### src/verilog/wdtl_pkg.sv
package wdtl_pkg;

  // control register placement in the special-function space
  localparam logic [7:0]  DOG_CONTROL_ADDR   = 8'hc0;
  // flash location of the lock and key byte, and the protected range
  localparam logic [15:0] LOCK_KEY_ADDR      = 16'h3ffa;
  localparam logic [15:0] PROT_FIRST_ADDR    = 16'h3ffb;
  localparam logic [15:0] PROT_LAST_ADDR     = 16'h3fff;

  // field positions inside dog_control
  localparam int unsigned SEL_LSB            = 4;
  localparam int unsigned RESP_BIT           = 3;
  localparam int unsigned FLAG_BIT           = 2;
  localparam int unsigned ENABLE_BIT         = 1;
  localparam int unsigned UNLOCK_BIT         = 0;
  // position of the lock bit in the flash byte
  localparam int unsigned LOCK_BIT           = 7;

  // reset values
  localparam logic [3:0]  SEL_RST            = 4'h7;
  localparam logic        RESP_RST           = 1'b0;
  localparam logic        FLAG_RST           = 1'b0;
  localparam logic        ENABLE_RST         = 1'b1;
  localparam logic [7:0]  LOCK_KEY_RST       = 8'hff;

  // selector codes
  localparam logic [3:0]  SEL_LONGEST        = 4'h7;
  localparam logic [3:0]  SEL_IMM_RESET      = 4'h8;
  localparam logic [3:0]  SEL_DOWNLOAD       = 4'h9;
  // timeout is 2^sel times 2^9 crystal periods
  localparam logic [4:0]  TAP_BASE           = 5'h09;

  // flash key seen when the watchdog lock is applied or not
  localparam logic [7:0]  KEY_LOCKED         = 8'h7f;
  localparam logic [7:0]  KEY_UNLOCKED       = 8'hff;

  // timing: system and crystal clocks and reset pulse length
  localparam int unsigned CLK_HZ             = 25000000;
  localparam int unsigned XTAL_HZ            = 32768;
  localparam int unsigned RST_PULSE_NS       = 200;
  localparam int unsigned RST_PULSE_CYC      = (RST_PULSE_NS * (CLK_HZ / 1000000) + 999) / 1000;

  typedef enum logic {WDTL_RG_IDLE, WDTL_RG_PULSE} wdtl_rg_e;

endpackage : wdtl_pkg

### src/verilog/wdtl_watchdog.sv
`timescale 1ns/1ns
module wdtl_watchdog #(
  parameter int unsigned CNT_W = 16
) (
  input  wire logic       clock_i,
  input  wire logic       sys_rst_i,
  input  wire logic       xtal_i,
  input  wire logic       sfr_wr_i,
  input  wire logic       sfr_rd_i,
  input  wire logic [7:0] sfr_addr_i,
  input  wire logic [7:0] sfr_wdata_i,
  input  wire logic       instr_end_i,
  input  wire logic [7:0] lock_key_byte_i,
  input  wire logic       prot_req_i,
  input  wire logic [7:0] prot_key_i,
  output logic      [7:0] sfr_rdata_o,
  output logic            sys_reset_o,
  output logic            download_reset_o,
  output logic            dog_irq_o,
  output logic            irq_high_prio_o,
  output logic      [7:0] default_key_o,
  output logic            prot_write_o,
  output logic            prot_deny_o
);

  logic             xtal_s1_reg;
  logic             xtal_s2_reg;
  logic             xtal_s3_reg;
  logic             tick;
  logic [7:0]       key_byte_reg;
  logic             lock;
  logic [3:0]       sel_reg;
  logic             resp_reg;
  logic             flag_reg;
  logic             en_reg;
  logic             armed_reg;
  logic             seen_end_reg;
  logic             en_eff;
  logic             resp_eff;
  logic             ctl_wr;
  logic             arm_wr;
  logic             acc_wr;
  logic [3:0]       wr_sel;
  logic             kick;
  logic [CNT_W-1:0] cnt_reg;
  logic [CNT_W:0]   span;
  logic [CNT_W-1:0] term;
  logic             hit;
  logic             to_event;
  logic             imm_event;
  logic             trigger;
  wdtl_pkg::wdtl_rg_e rg_reg;
  logic [2:0]       rg_cnt_reg;

  // crystal clock is foreign: two flops, then a third for the edge
  always_ff @(posedge clock_i) begin
    xtal_s1_reg <= xtal_i;
    xtal_s2_reg <= xtal_s1_reg;
    xtal_s3_reg <= xtal_s2_reg;
  end
  assign tick = xtal_s2_reg & ~xtal_s3_reg; // one pulse per crystal period

  // flash byte is on this clock; its top bit is the lock, active low
  always_ff @(posedge clock_i) begin
    if (sys_rst_i) begin
      key_byte_reg <= wdtl_pkg::LOCK_KEY_RST;
    end else begin
      key_byte_reg <= lock_key_byte_i;
    end
  end
  assign lock = ~key_byte_reg[wdtl_pkg::LOCK_BIT];

  // effective enable and response after the lock forcing
  assign en_eff   = lock | en_reg;
  assign resp_eff = ~lock & resp_reg;

  // write decode: unlock write, then the accepted write
  assign ctl_wr = sfr_wr_i && (sfr_addr_i == wdtl_pkg::DOG_CONTROL_ADDR);
  assign arm_wr = ctl_wr && !armed_reg && sfr_wdata_i[wdtl_pkg::UNLOCK_BIT];
  assign acc_wr = ctl_wr && armed_reg;
  assign wr_sel = sfr_wdata_i[wdtl_pkg::SEL_LSB +: 4];
  assign kick   = acc_wr && sfr_wdata_i[wdtl_pkg::ENABLE_BIT];

  // unlock window: open after the arming write, shut after one more instruction
  always_ff @(posedge clock_i) begin
    if (sys_rst_i || trigger) begin
      armed_reg    <= 1'b0;
      seen_end_reg <= 1'b0;
    end else if (arm_wr) begin
      armed_reg    <= 1'b1;
      seen_end_reg <= instr_end_i; // end of the arming instruction itself
    end else if (acc_wr) begin
      armed_reg    <= 1'b0;
      seen_end_reg <= 1'b0;
    end else if (armed_reg && instr_end_i) begin
      armed_reg    <= ~seen_end_reg;
      seen_end_reg <= 1'b1;
    end
  end

  // terminal count of the selected tap
  assign span = (CNT_W+1)'(1) << (5'(sel_reg) + wdtl_pkg::TAP_BASE);
  assign term = CNT_W'(span - (CNT_W+1)'(1));
  assign hit  = (sel_reg <= wdtl_pkg::SEL_LONGEST) && (cnt_reg == term);

  // expiry and immediate-reset events
  assign to_event  = tick && en_eff && hit && !kick && (rg_reg == wdtl_pkg::WDTL_RG_IDLE);
  assign imm_event = acc_wr && (rg_reg == wdtl_pkg::WDTL_RG_IDLE)
                     && ((wr_sel == wdtl_pkg::SEL_IMM_RESET)
                      || (wr_sel == wdtl_pkg::SEL_DOWNLOAD));
  assign trigger   = imm_event || (to_event && !resp_eff);

  // control fields; a watchdog reset restores them but not the flag
  always_ff @(posedge clock_i) begin
    if (sys_rst_i || trigger) begin
      sel_reg  <= wdtl_pkg::SEL_RST;
      resp_reg <= wdtl_pkg::RESP_RST;
      en_reg   <= wdtl_pkg::ENABLE_RST;
    end else if (acc_wr) begin
      sel_reg <= wr_sel;
      if (!lock) begin
        resp_reg <= sfr_wdata_i[wdtl_pkg::RESP_BIT];
        en_reg   <= sfr_wdata_i[wdtl_pkg::ENABLE_BIT];
      end
    end
  end

  // timeout flag: set wins over a clearing write; pin reset clears it, a watchdog reset does not
  always_ff @(posedge clock_i) begin
    if (sys_rst_i) begin
      flag_reg <= wdtl_pkg::FLAG_RST;
    end else if (to_event || imm_event) begin
      flag_reg <= 1'b1;
    end else if (acc_wr && !sfr_wdata_i[wdtl_pkg::FLAG_BIT]) begin
      flag_reg <= 1'b0;
    end
  end

  // watchdog counter
  always_ff @(posedge clock_i) begin
    if (sys_rst_i || trigger || kick || !en_eff) begin
      cnt_reg <= '0;
    end else if (tick) begin
      cnt_reg <= hit ? '0 : cnt_reg + CNT_W'(1);
    end
  end

  // interrupt: pending until software clears the flag
  always_ff @(posedge clock_i) begin
    if (sys_rst_i) begin
      dog_irq_o <= 1'b0;
    end else if (to_event && resp_eff) begin
      dog_irq_o <= 1'b1;
    end else if (acc_wr && !sfr_wdata_i[wdtl_pkg::FLAG_BIT]) begin
      dog_irq_o <= 1'b0;
    end
  end

  // priority is fixed high, outside the global enable
  always_ff @(posedge clock_i) begin
    irq_high_prio_o <= 1'b1;
  end

  // reset pulse generator
  always_ff @(posedge clock_i) begin
    if (sys_rst_i) begin
      rg_reg           <= wdtl_pkg::WDTL_RG_IDLE;
      rg_cnt_reg       <= '0;
      sys_reset_o      <= 1'b0;
      download_reset_o <= 1'b0;
    end else if (rg_reg == wdtl_pkg::WDTL_RG_IDLE) begin
      if (trigger) begin
        rg_reg           <= wdtl_pkg::WDTL_RG_PULSE;
        rg_cnt_reg       <= 3'(wdtl_pkg::RST_PULSE_CYC - 1);
        sys_reset_o      <= 1'b1;
        download_reset_o <= imm_event && (wr_sel == wdtl_pkg::SEL_DOWNLOAD);
      end
    end else if (rg_cnt_reg == 3'h0) begin
      rg_reg           <= wdtl_pkg::WDTL_RG_IDLE;
      sys_reset_o      <= 1'b0;
      download_reset_o <= 1'b0;
    end else begin
      rg_cnt_reg <= rg_cnt_reg - 3'h1;
    end
  end

  // register read port
  always_ff @(posedge clock_i) begin
    if (sys_rst_i) begin
      sfr_rdata_o <= 8'h00;
    end else if (sfr_rd_i && (sfr_addr_i == wdtl_pkg::DOG_CONTROL_ADDR)) begin
      sfr_rdata_o <= {sel_reg, resp_eff, flag_reg, en_eff, armed_reg};
    end else begin
      sfr_rdata_o <= 8'h00;
    end
  end

  // flash key: lock bit doubles as top key bit; compare before programming
  always_ff @(posedge clock_i) begin
    if (sys_rst_i) begin
      default_key_o <= wdtl_pkg::KEY_UNLOCKED;
      prot_write_o  <= 1'b0;
      prot_deny_o   <= 1'b0;
    end else begin
      default_key_o <= lock ? wdtl_pkg::KEY_LOCKED : wdtl_pkg::KEY_UNLOCKED;
      prot_write_o  <= prot_req_i && (prot_key_i == key_byte_reg);
      prot_deny_o   <= prot_req_i && (prot_key_i != key_byte_reg);
    end
  end
endmodule : wdtl_watchdog
### config.mk
export PLATFORM = sky130hd
export DESIGN_NAME = wdtl_watchdog
export DESIGN_NICKNAME = d
export VERILOG_FILES = /design/src/verilog/wdtl_pkg.sv /design/src/verilog/wdtl_watchdog.sv
export SDC_FILE = /design/constraint.sdc
export NUM_CORES = 1
export LEC_CHECK = 0
export BUFFER_PORTS_ARGS = -buffer_cell sky130_fd_sc_hd__buf_2
export CAP_MARGIN = 0
export CORE_ASPECT_RATIO = 1.4
export CORE_UTILIZATION = 36
export DETAILED_ROUTE_END_ITERATION = 10
export HOLD_SLACK_MARGIN = 0.06
export MAX_ROUTING_LAYER = met4
export PLACE_DENSITY_LB_ADDON = 0.3
export SYNTH_ARGS = -nofsm -noshare
export SYNTH_HDL_FRONTEND = slang
export SYNTH_SLANG_ARGS = --single-unit
export TNS_END_PERCENT = 1
### constraint.sdc
create_clock -name clock_i -period 3.2 [get_ports clock_i]
set_clock_uncertainty 0.15 [all_clocks]
set_input_delay 0.48 -clock clock_i [delete_from_list [all_inputs] [get_ports clock_i]]
set_output_delay 0.48 -clock clock_i [all_outputs]
set_load 0.03 [all_outputs]
Yosys cells after proc, flatten, opt, wreduce, memory -nomap -nowiden --
Index checks and enable logic that the tools add are counted.
Word-level totals: output and inout port bits 22, logic and storage cells 104, bits of input ports 39, register bits after elaboration 61
Cells by class: reductions and logical operators 40, $lt $le $gt $ge 1, equality and inequality tests 8, shifts and indexed selects 1, bitwise operators 8, $add $sub $neg 4, mux-type cells 22
Operator list (number):
- logical AND 1 bit | 20
- two-way mux 1 bit | 17
- adder 16 x 1 -> 16 bit, second input constant | 1
- == test 16 bit | 1
- two-way mux 16 bit | 1
- left shift 1 x 5 -> 16 bit, first input constant | 1
- subtractor 16 x 1 -> 16 bit, second input constant | 1
- two-way mux 3 bit | 3
- == test 4 bit, second input constant | 2
- == test 8 bit | 1
- == test 8 bit, second input constant | 1
- two-way mux 8 bit | 1
- inequality test 8 bit | 1
- logical OR 1 bit | 6
- AND reduction 2 bit | 3
- nonzero test 2 bit | 3
- adder 4 x 4 -> 5 bit, second input constant | 1
- zero test 1 bit | 5
- inverter 1 bit | 5
- less-or-equal comparator 4 x 3 -> 1 bit, second input constant | 1
- zero test 3 bit | 1
- nonzero test 3 bit | 1
- subtractor 3 x 1 -> 3 bit, second input constant | 1
- bitwise AND 1 bit | 2
- 4 further kinds | 4

Depth between registers and ports, before layout --
word-level depth 13, gate-level depth with buffers 9, mapped depth without buffers 7

Worst setup path after synthesis --
Ideal clock, no wire load.
path kind input -> register, from input port sfr_addr_i[1], to register en_reg, path slack 831 ps, arrival 2084 ps, required time 2915 ps, library setup time 135 ps, cell stages on the path 8, path buffers 2, cells stage by stage nor4_4 > and4_1 > buf_4 > a211oi_2 > and4_4 > and2_4 > buf_6 > or4_4
Between the ends: cells in the longest elaborated chain, start to end 10, elaborated cells on any way between the ends 13, classes of those cells eq/ne (1); reduce/logical (12)
Ends and longest elaborated chain:
- start, declared | line wdtl_watchdog.sv:10 | input wire logic [7:0] sfr_addr_i,
- == test 8 bit * | line wdtl_watchdog.sv:78 | assign ctl_wr = sfr_wr_i && (sfr_addr_i == wdtl_pkg::DOG_CONTROL_ADDR);
- logical AND 1 bit * | line wdtl_watchdog.sv:78
- logical AND 1 bit * | line wdtl_watchdog.sv:80 | assign acc_wr = ctl_wr && armed_reg;
- logical AND 1 bit | line wdtl_watchdog.sv:82 | assign kick = acc_wr && sfr_wdata_i[wdtl_pkg::ENABLE_BIT];
- zero test 1 bit | line wdtl_watchdog.sv:107 | assign to_event = tick && en_eff && hit && !kick && (rg_reg == wdtl_pkg::WDTL_RG_IDLE);
- logical AND 1 bit (2 in series) | line wdtl_watchdog.sv:107
- logical AND 1 bit | line wdtl_watchdog.sv:111 | assign trigger = imm_event || (to_event && !resp_eff);
- logical OR 1 bit | line wdtl_watchdog.sv:111
- logical OR 1 bit | line wdtl_watchdog.sv:115 | if (sys_rst_i || trigger) begin
- end signal, assigned | line wdtl_watchdog.sv:118 | en_reg <= wdtl_pkg::ENABLE_RST;
- end signal, assigned | line wdtl_watchdog.sv:123 | en_reg <= sfr_wdata_i[wdtl_pkg::ENABLE_BIT];
- end, declared | line wdtl_watchdog.sv:35 | logic en_reg;
Mark *: on every way between the ends. The rest lies on a longest branch, timed or not. A chain may end at the register's enable or synchronous reset.

Final worst setup path --
from register sel_reg[1], to register rg_cnt_reg[0]
Between the ends: cells in the longest elaborated chain, start to end 12, elaborated cells on any way between the ends 13, classes of those cells add/sub (2); order compare (1); eq/ne (1); shift (1); reduce/logical (8)
Ends and longest elaborated chain:
- start, declared | line wdtl_watchdog.sv:32 | logic [3:0] sel_reg;
- start signal, assigned | line wdtl_watchdog.sv:116 | sel_reg <= wdtl_pkg::SEL_RST;
- start signal, assigned | line wdtl_watchdog.sv:120 | sel_reg <= wr_sel;
- adder 4 x 4 -> 5 bit | line wdtl_watchdog.sv:102 | assign span = (CNT_W+1)'(1) << (5'(sel_reg) + wdtl_pkg::TAP_BASE);
- left shift 1 x 5 -> 16 bit | line wdtl_watchdog.sv:102
- subtractor 16 x 1 -> 16 bit | line wdtl_watchdog.sv:103 | assign term = CNT_W'(span - (CNT_W+1)'(1));
- == test 16 bit | line wdtl_watchdog.sv:104 | assign hit = (sel_reg <= wdtl_pkg::SEL_LONGEST) && (cnt_reg == term);
- logical AND 1 bit * | line wdtl_watchdog.sv:104
- logical AND 1 bit * (3 in series) | line wdtl_watchdog.sv:107
- logical AND 1 bit * | line wdtl_watchdog.sv:111
- logical OR 1 bit * | line wdtl_watchdog.sv:111
- nonzero test 2 bit (no line) *
- AND reduction 2 bit (no line) *
- end signal, assigned | line wdtl_watchdog.sv:174 | rg_cnt_reg <= 3'(wdtl_pkg::RST_PULSE_CYC - 1);
- end signal, assigned | line wdtl_watchdog.sv:183 | rg_cnt_reg <= rg_cnt_reg - 3'h1;
- end, declared | line wdtl_watchdog.sv:53 | logic [2:0] rg_cnt_reg;
Marks and branches as above.

==> metrics.md <==
| Metric | Value |
|---|---|
| Synthesized-area fraction occupied by and/or/nand/nor cells | 26.5% |
| Internal Pwr Total | approximately 0.96 mW |
| Switching portion of total power | between 20% and 30% |
| Share of the clock period used by the worst path after layout | between 70% and 80% |
| N_diodes | 0 |
| Worst hold-check path type | primary input to register |
| Combinational family with the most area after synthesis | simple AND/OR/NAND/NOR gates |
| Routed length per instance | 12.4 µm |
| Number of ports placed on the die boundary | a little over 60 |
| Final-report max-slew violation count | 0 |
| Critical-path maximum fanout | 12 |
| Combinational power share | roughly 7.5% |
| Worst hold slack across all endpoints | ~130 ps |
| Peak ir drop on the vdd network | about 230 µV |
| Net Sw Power | around 0.28 mW |
| Post-detailed-route count of antenna-violating nets | 0 |
| Leakage power summed over all cells | approximately 1.2 nW |
| All-layer global routing usage | ~15% |
| Post-synthesis average cell area | approximately 9.3 µm² |
| Number of post-CTS setup repair buffers | 0 |
| Worst-path cell chain | o31a_1, a311o_1, a2111oi_4, nand4_1, o31a_1 |
| Fraction of the core area covered by cells at the end of the flow | between 40% and 50% |
| Async S/R FF share, synth | 0% |
| Final estimated routing congestion in global placement | approximately 0.8 |
| Initial drt markers | 124 |
| Share of synthesized area spent on multiplexers | between 2 and 2.5% |
| Number of global-route vias before repair | roughly 1900 |
| Clock tree from TritonCTS | done |
| Power per Cell Area | approximately 400 nW/µm² |
| Critical path startpoint | sel_reg[1] |
| Pin count of the biggest net entering global routing | 30 |
| Data arrival time of the critical path | approximately 2500 ps |
| Sequential fraction of design power | between 50 and 60% |
| Setup slack at placement | 618 ps |
| Final Hold Violating Endpoints | 0 |
| Unrepaired setup endpoints after global routing | no |
| Post-Synth Adder-Cell Area | ~1.9% |
| Mapped cell area | 2600 µm² |
| Maximum single-stage delay on the critical path | around 440 ps |
| Overall Power | ~1.2 mW |
| Number of flops mapped to enable cells by yosys | 0 |
| Via Count | 2062 |
| Hold_sp | xtal_i |
| Core Area | between 6000 and 7000 µm² |
| Clock sink total | 54 |
| Status | complete, no violations |
| Startpoint Class | register |
| TritonCTS Buffers | 5 |
| Starting density of the core | about 37% |
| Std cell rows | 36 |
| Fraction of post-synthesis cell area in the top cell type by area | around two fifths |
| CTS-repair resized insts | 0 |
| Floorplan die area | between 7000 and 8000 µm² |
| Fin cells | roughly 430 |
| Flip-flop and latch count after synthesis | 54 |
| First-pass GRT wire length | ~8.4 mm |
| Number of different library cells in the post-synthesis netlist | 58 |
| Number of H-tree levels | 2 |
| Post-placement cell area | 2900 µm² |
| Number of antenna violations at the first check in global routing | 0 |
| Final design area excluding fillers | between 3000 and 4000 µm² |
| Critical-path cell with the highest stage delay | sky130_fd_sc_hd__dfxtp_1 |
| Clock input transition at the sequential cells of the worst setup and hold paths | 100 ps |
| YS warnings | 0 |
| Max Cap Violations | 0 |
| Sequential share of the synthesized area | roughly 42% |
| # nets final | between 300 and 400 |
| Setup TNS Final | 0 ps |
| Post-synthesis compound-gate area fraction | a little over an eighth |
| Timing-limited maximum frequency | 0.407 GHz |
| Die H | approximately 100 µm |
| Most frequently used flop master after synthesis | sky130_fd_sc_hd__dfxtp_1 |
| Root buffer selected by CTS | sky130_fd_sc_hd__clkbuf_8 |
| Detailed placement HPWL | 4.05 mm |
| Data required, critical path | between 3000 and 4000 ps |
| Count of TritonRoute iterations in the first routing pass | 4 |
| Worst R2R Start | sel_reg[1] |
| DRC violations left | 0 |
| Post-synthesis instance total | about 280 |
| Bufs on Longest Clock Path | 2 |
| Fraction of final layout cells with drive strength greater than 1 | ~25% |
| Largest register FFs | 16 |
| Final global-route overflow total | 0 |
| Clock network latency to the later pin of the worst-skew pair | roughly 300 ps |
| Final setup violation count | 0 |
| Library cell with the largest summed area after synthesis | sky130_fd_sc_hd__dfxtp_1 |
| Cell mode on critical path | sky130_fd_sc_hd__o31a_1 |
| Total Wirelength | ~5.3 mm |
| Total of buffers placed on input and output ports | between 50 and 60 |
| XOR/XNOR Fraction of Synth Area | between 8 and 9% |
| Critical path start-end classification | register to register |
| Type of destination of the critical path | register |
| Clock network power share | 36.7% |
| Post-cts hold buffer count | 0 |
| Placed instance count | between 400 and 500 |
| Area grow syn2layout | 15.8% |
| Slew HR | between 60% and 70% |
| Worst Slack Setup Final | roughly 740 ps |
| Worst Max-Slew Pin Slew | 520 ps |
| Top cells by area, synth | sky130_fd_sc_hd__dfxtp_1, sky130_fd_sc_hd__xnor2_1, sky130_fd_sc_hd__nor2_1 |
| Vias per cell | 4.83 |
| Chip Width | around 74 µm |
| Final critical path time including I/O delays and setup | between 2000 and 2500 ps |
worst max-delay path, delay by kind of cell, from the launching register on:
kind | cells | cell delay (ps)
AO/OA/AOI/OAI | 4 | 1440
flip-flops | 1 | 440
AND/OR/NAND/NOR | 1 | 320
cells by family (layout without fill, tap and decap cells):
group	count (synthesis)	in the layout
XOR/XNOR	25	25
AND/OR/NAND/NOR	118	118
flip-flops	54	54
adder cells (fa/ha/maj)	4	4
other	1	10
buffers and inverters	26	68
multiplexers	6	6
AO/OA/AOI/OAI	47	47
layer usage:
metal	vias up	routed length, µm	GRT usage [%]
li1	1062	-	-
met1	943	2150	15.2
met2	49	2820	27.6
met3	8	267	3.42
met4	0	70	4.44
met5	-	0	-
placed cells by master (no fill, tap or decap), drive strengths merged, types with 4 or more instances in the layout:
cell type  count
a21oi          7
a31oi          5
and2          12
buf           53
clkbuf         6
conb          10
dfxtp         54
ha             4
inv            7
nand2         12
nand2b         4
nand3b         5
nand4          9
nor2          30
nor3          10
o21ai         11
or2           10
xnor2         18
xor2           7
synthesized netlist by cell type (3+ instances only):
master	count
sky130_fd_sc_hd__nand3b_1	5
sky130_fd_sc_hd__and2_1	11
sky130_fd_sc_hd__nand2b_1	4
sky130_fd_sc_hd__nand3_1	3
sky130_fd_sc_hd__o31a_1	3
sky130_fd_sc_hd__nor2_1	30
sky130_fd_sc_hd__ha_1	4
sky130_fd_sc_hd__buf_4	9
sky130_fd_sc_hd__mux2_2	3
sky130_fd_sc_hd__xnor2_1	18
sky130_fd_sc_hd__buf_2	6
sky130_fd_sc_hd__mux2i_1	3
sky130_fd_sc_hd__clkbuf_1	3
sky130_fd_sc_hd__a21oi_1	7
sky130_fd_sc_hd__nand4_1	9
sky130_fd_sc_hd__xor2_1	7
sky130_fd_sc_hd__nand2_1	12
sky130_fd_sc_hd__dfxtp_1	54
sky130_fd_sc_hd__nor2b_1	3
sky130_fd_sc_hd__nor3b_1	3
sky130_fd_sc_hd__a31oi_1	5
sky130_fd_sc_hd__nor3_1	10
sky130_fd_sc_hd__inv_1	7
sky130_fd_sc_hd__o21ai_0	10
sky130_fd_sc_hd__or2_2	10
final timing paths:
check / endpoint / slack, ps / depth (start not counted)
setup / recovery: rg_cnt_reg[0] / 740 / 5
hold / removal: xtal_s1_reg / 130 / 1
setup reg to reg: rg_cnt_reg[0] / 740 / 5
hold reg to reg: xtal_s2_reg / 180 / 0
layout make-up:
class | count | area (µm²)
clock buffer | 6 | 72.6
clock inverter | 2 | 37.5
fill | 693 | 3970
inverter | 7 | 26.3
multi-input combinational | 210 | 1410
sequential | 54 | 1080
tap | 95 | 119
timing repair buffer | 53 | 268
power by group through the flow:
stage               Combinational, mW  Clock (mW)  Sequential [mW]
finish                         0.0924       0.454            0.689
global route                    0.103       0.503            0.691
CTS                            0.0929       0.476            0.689
detailed placement             0.0926           0            0.705
global placement               0.0913           0            0.705
floorplan                      0.0648           0            0.705
Power figures use the tool's default switching activity.
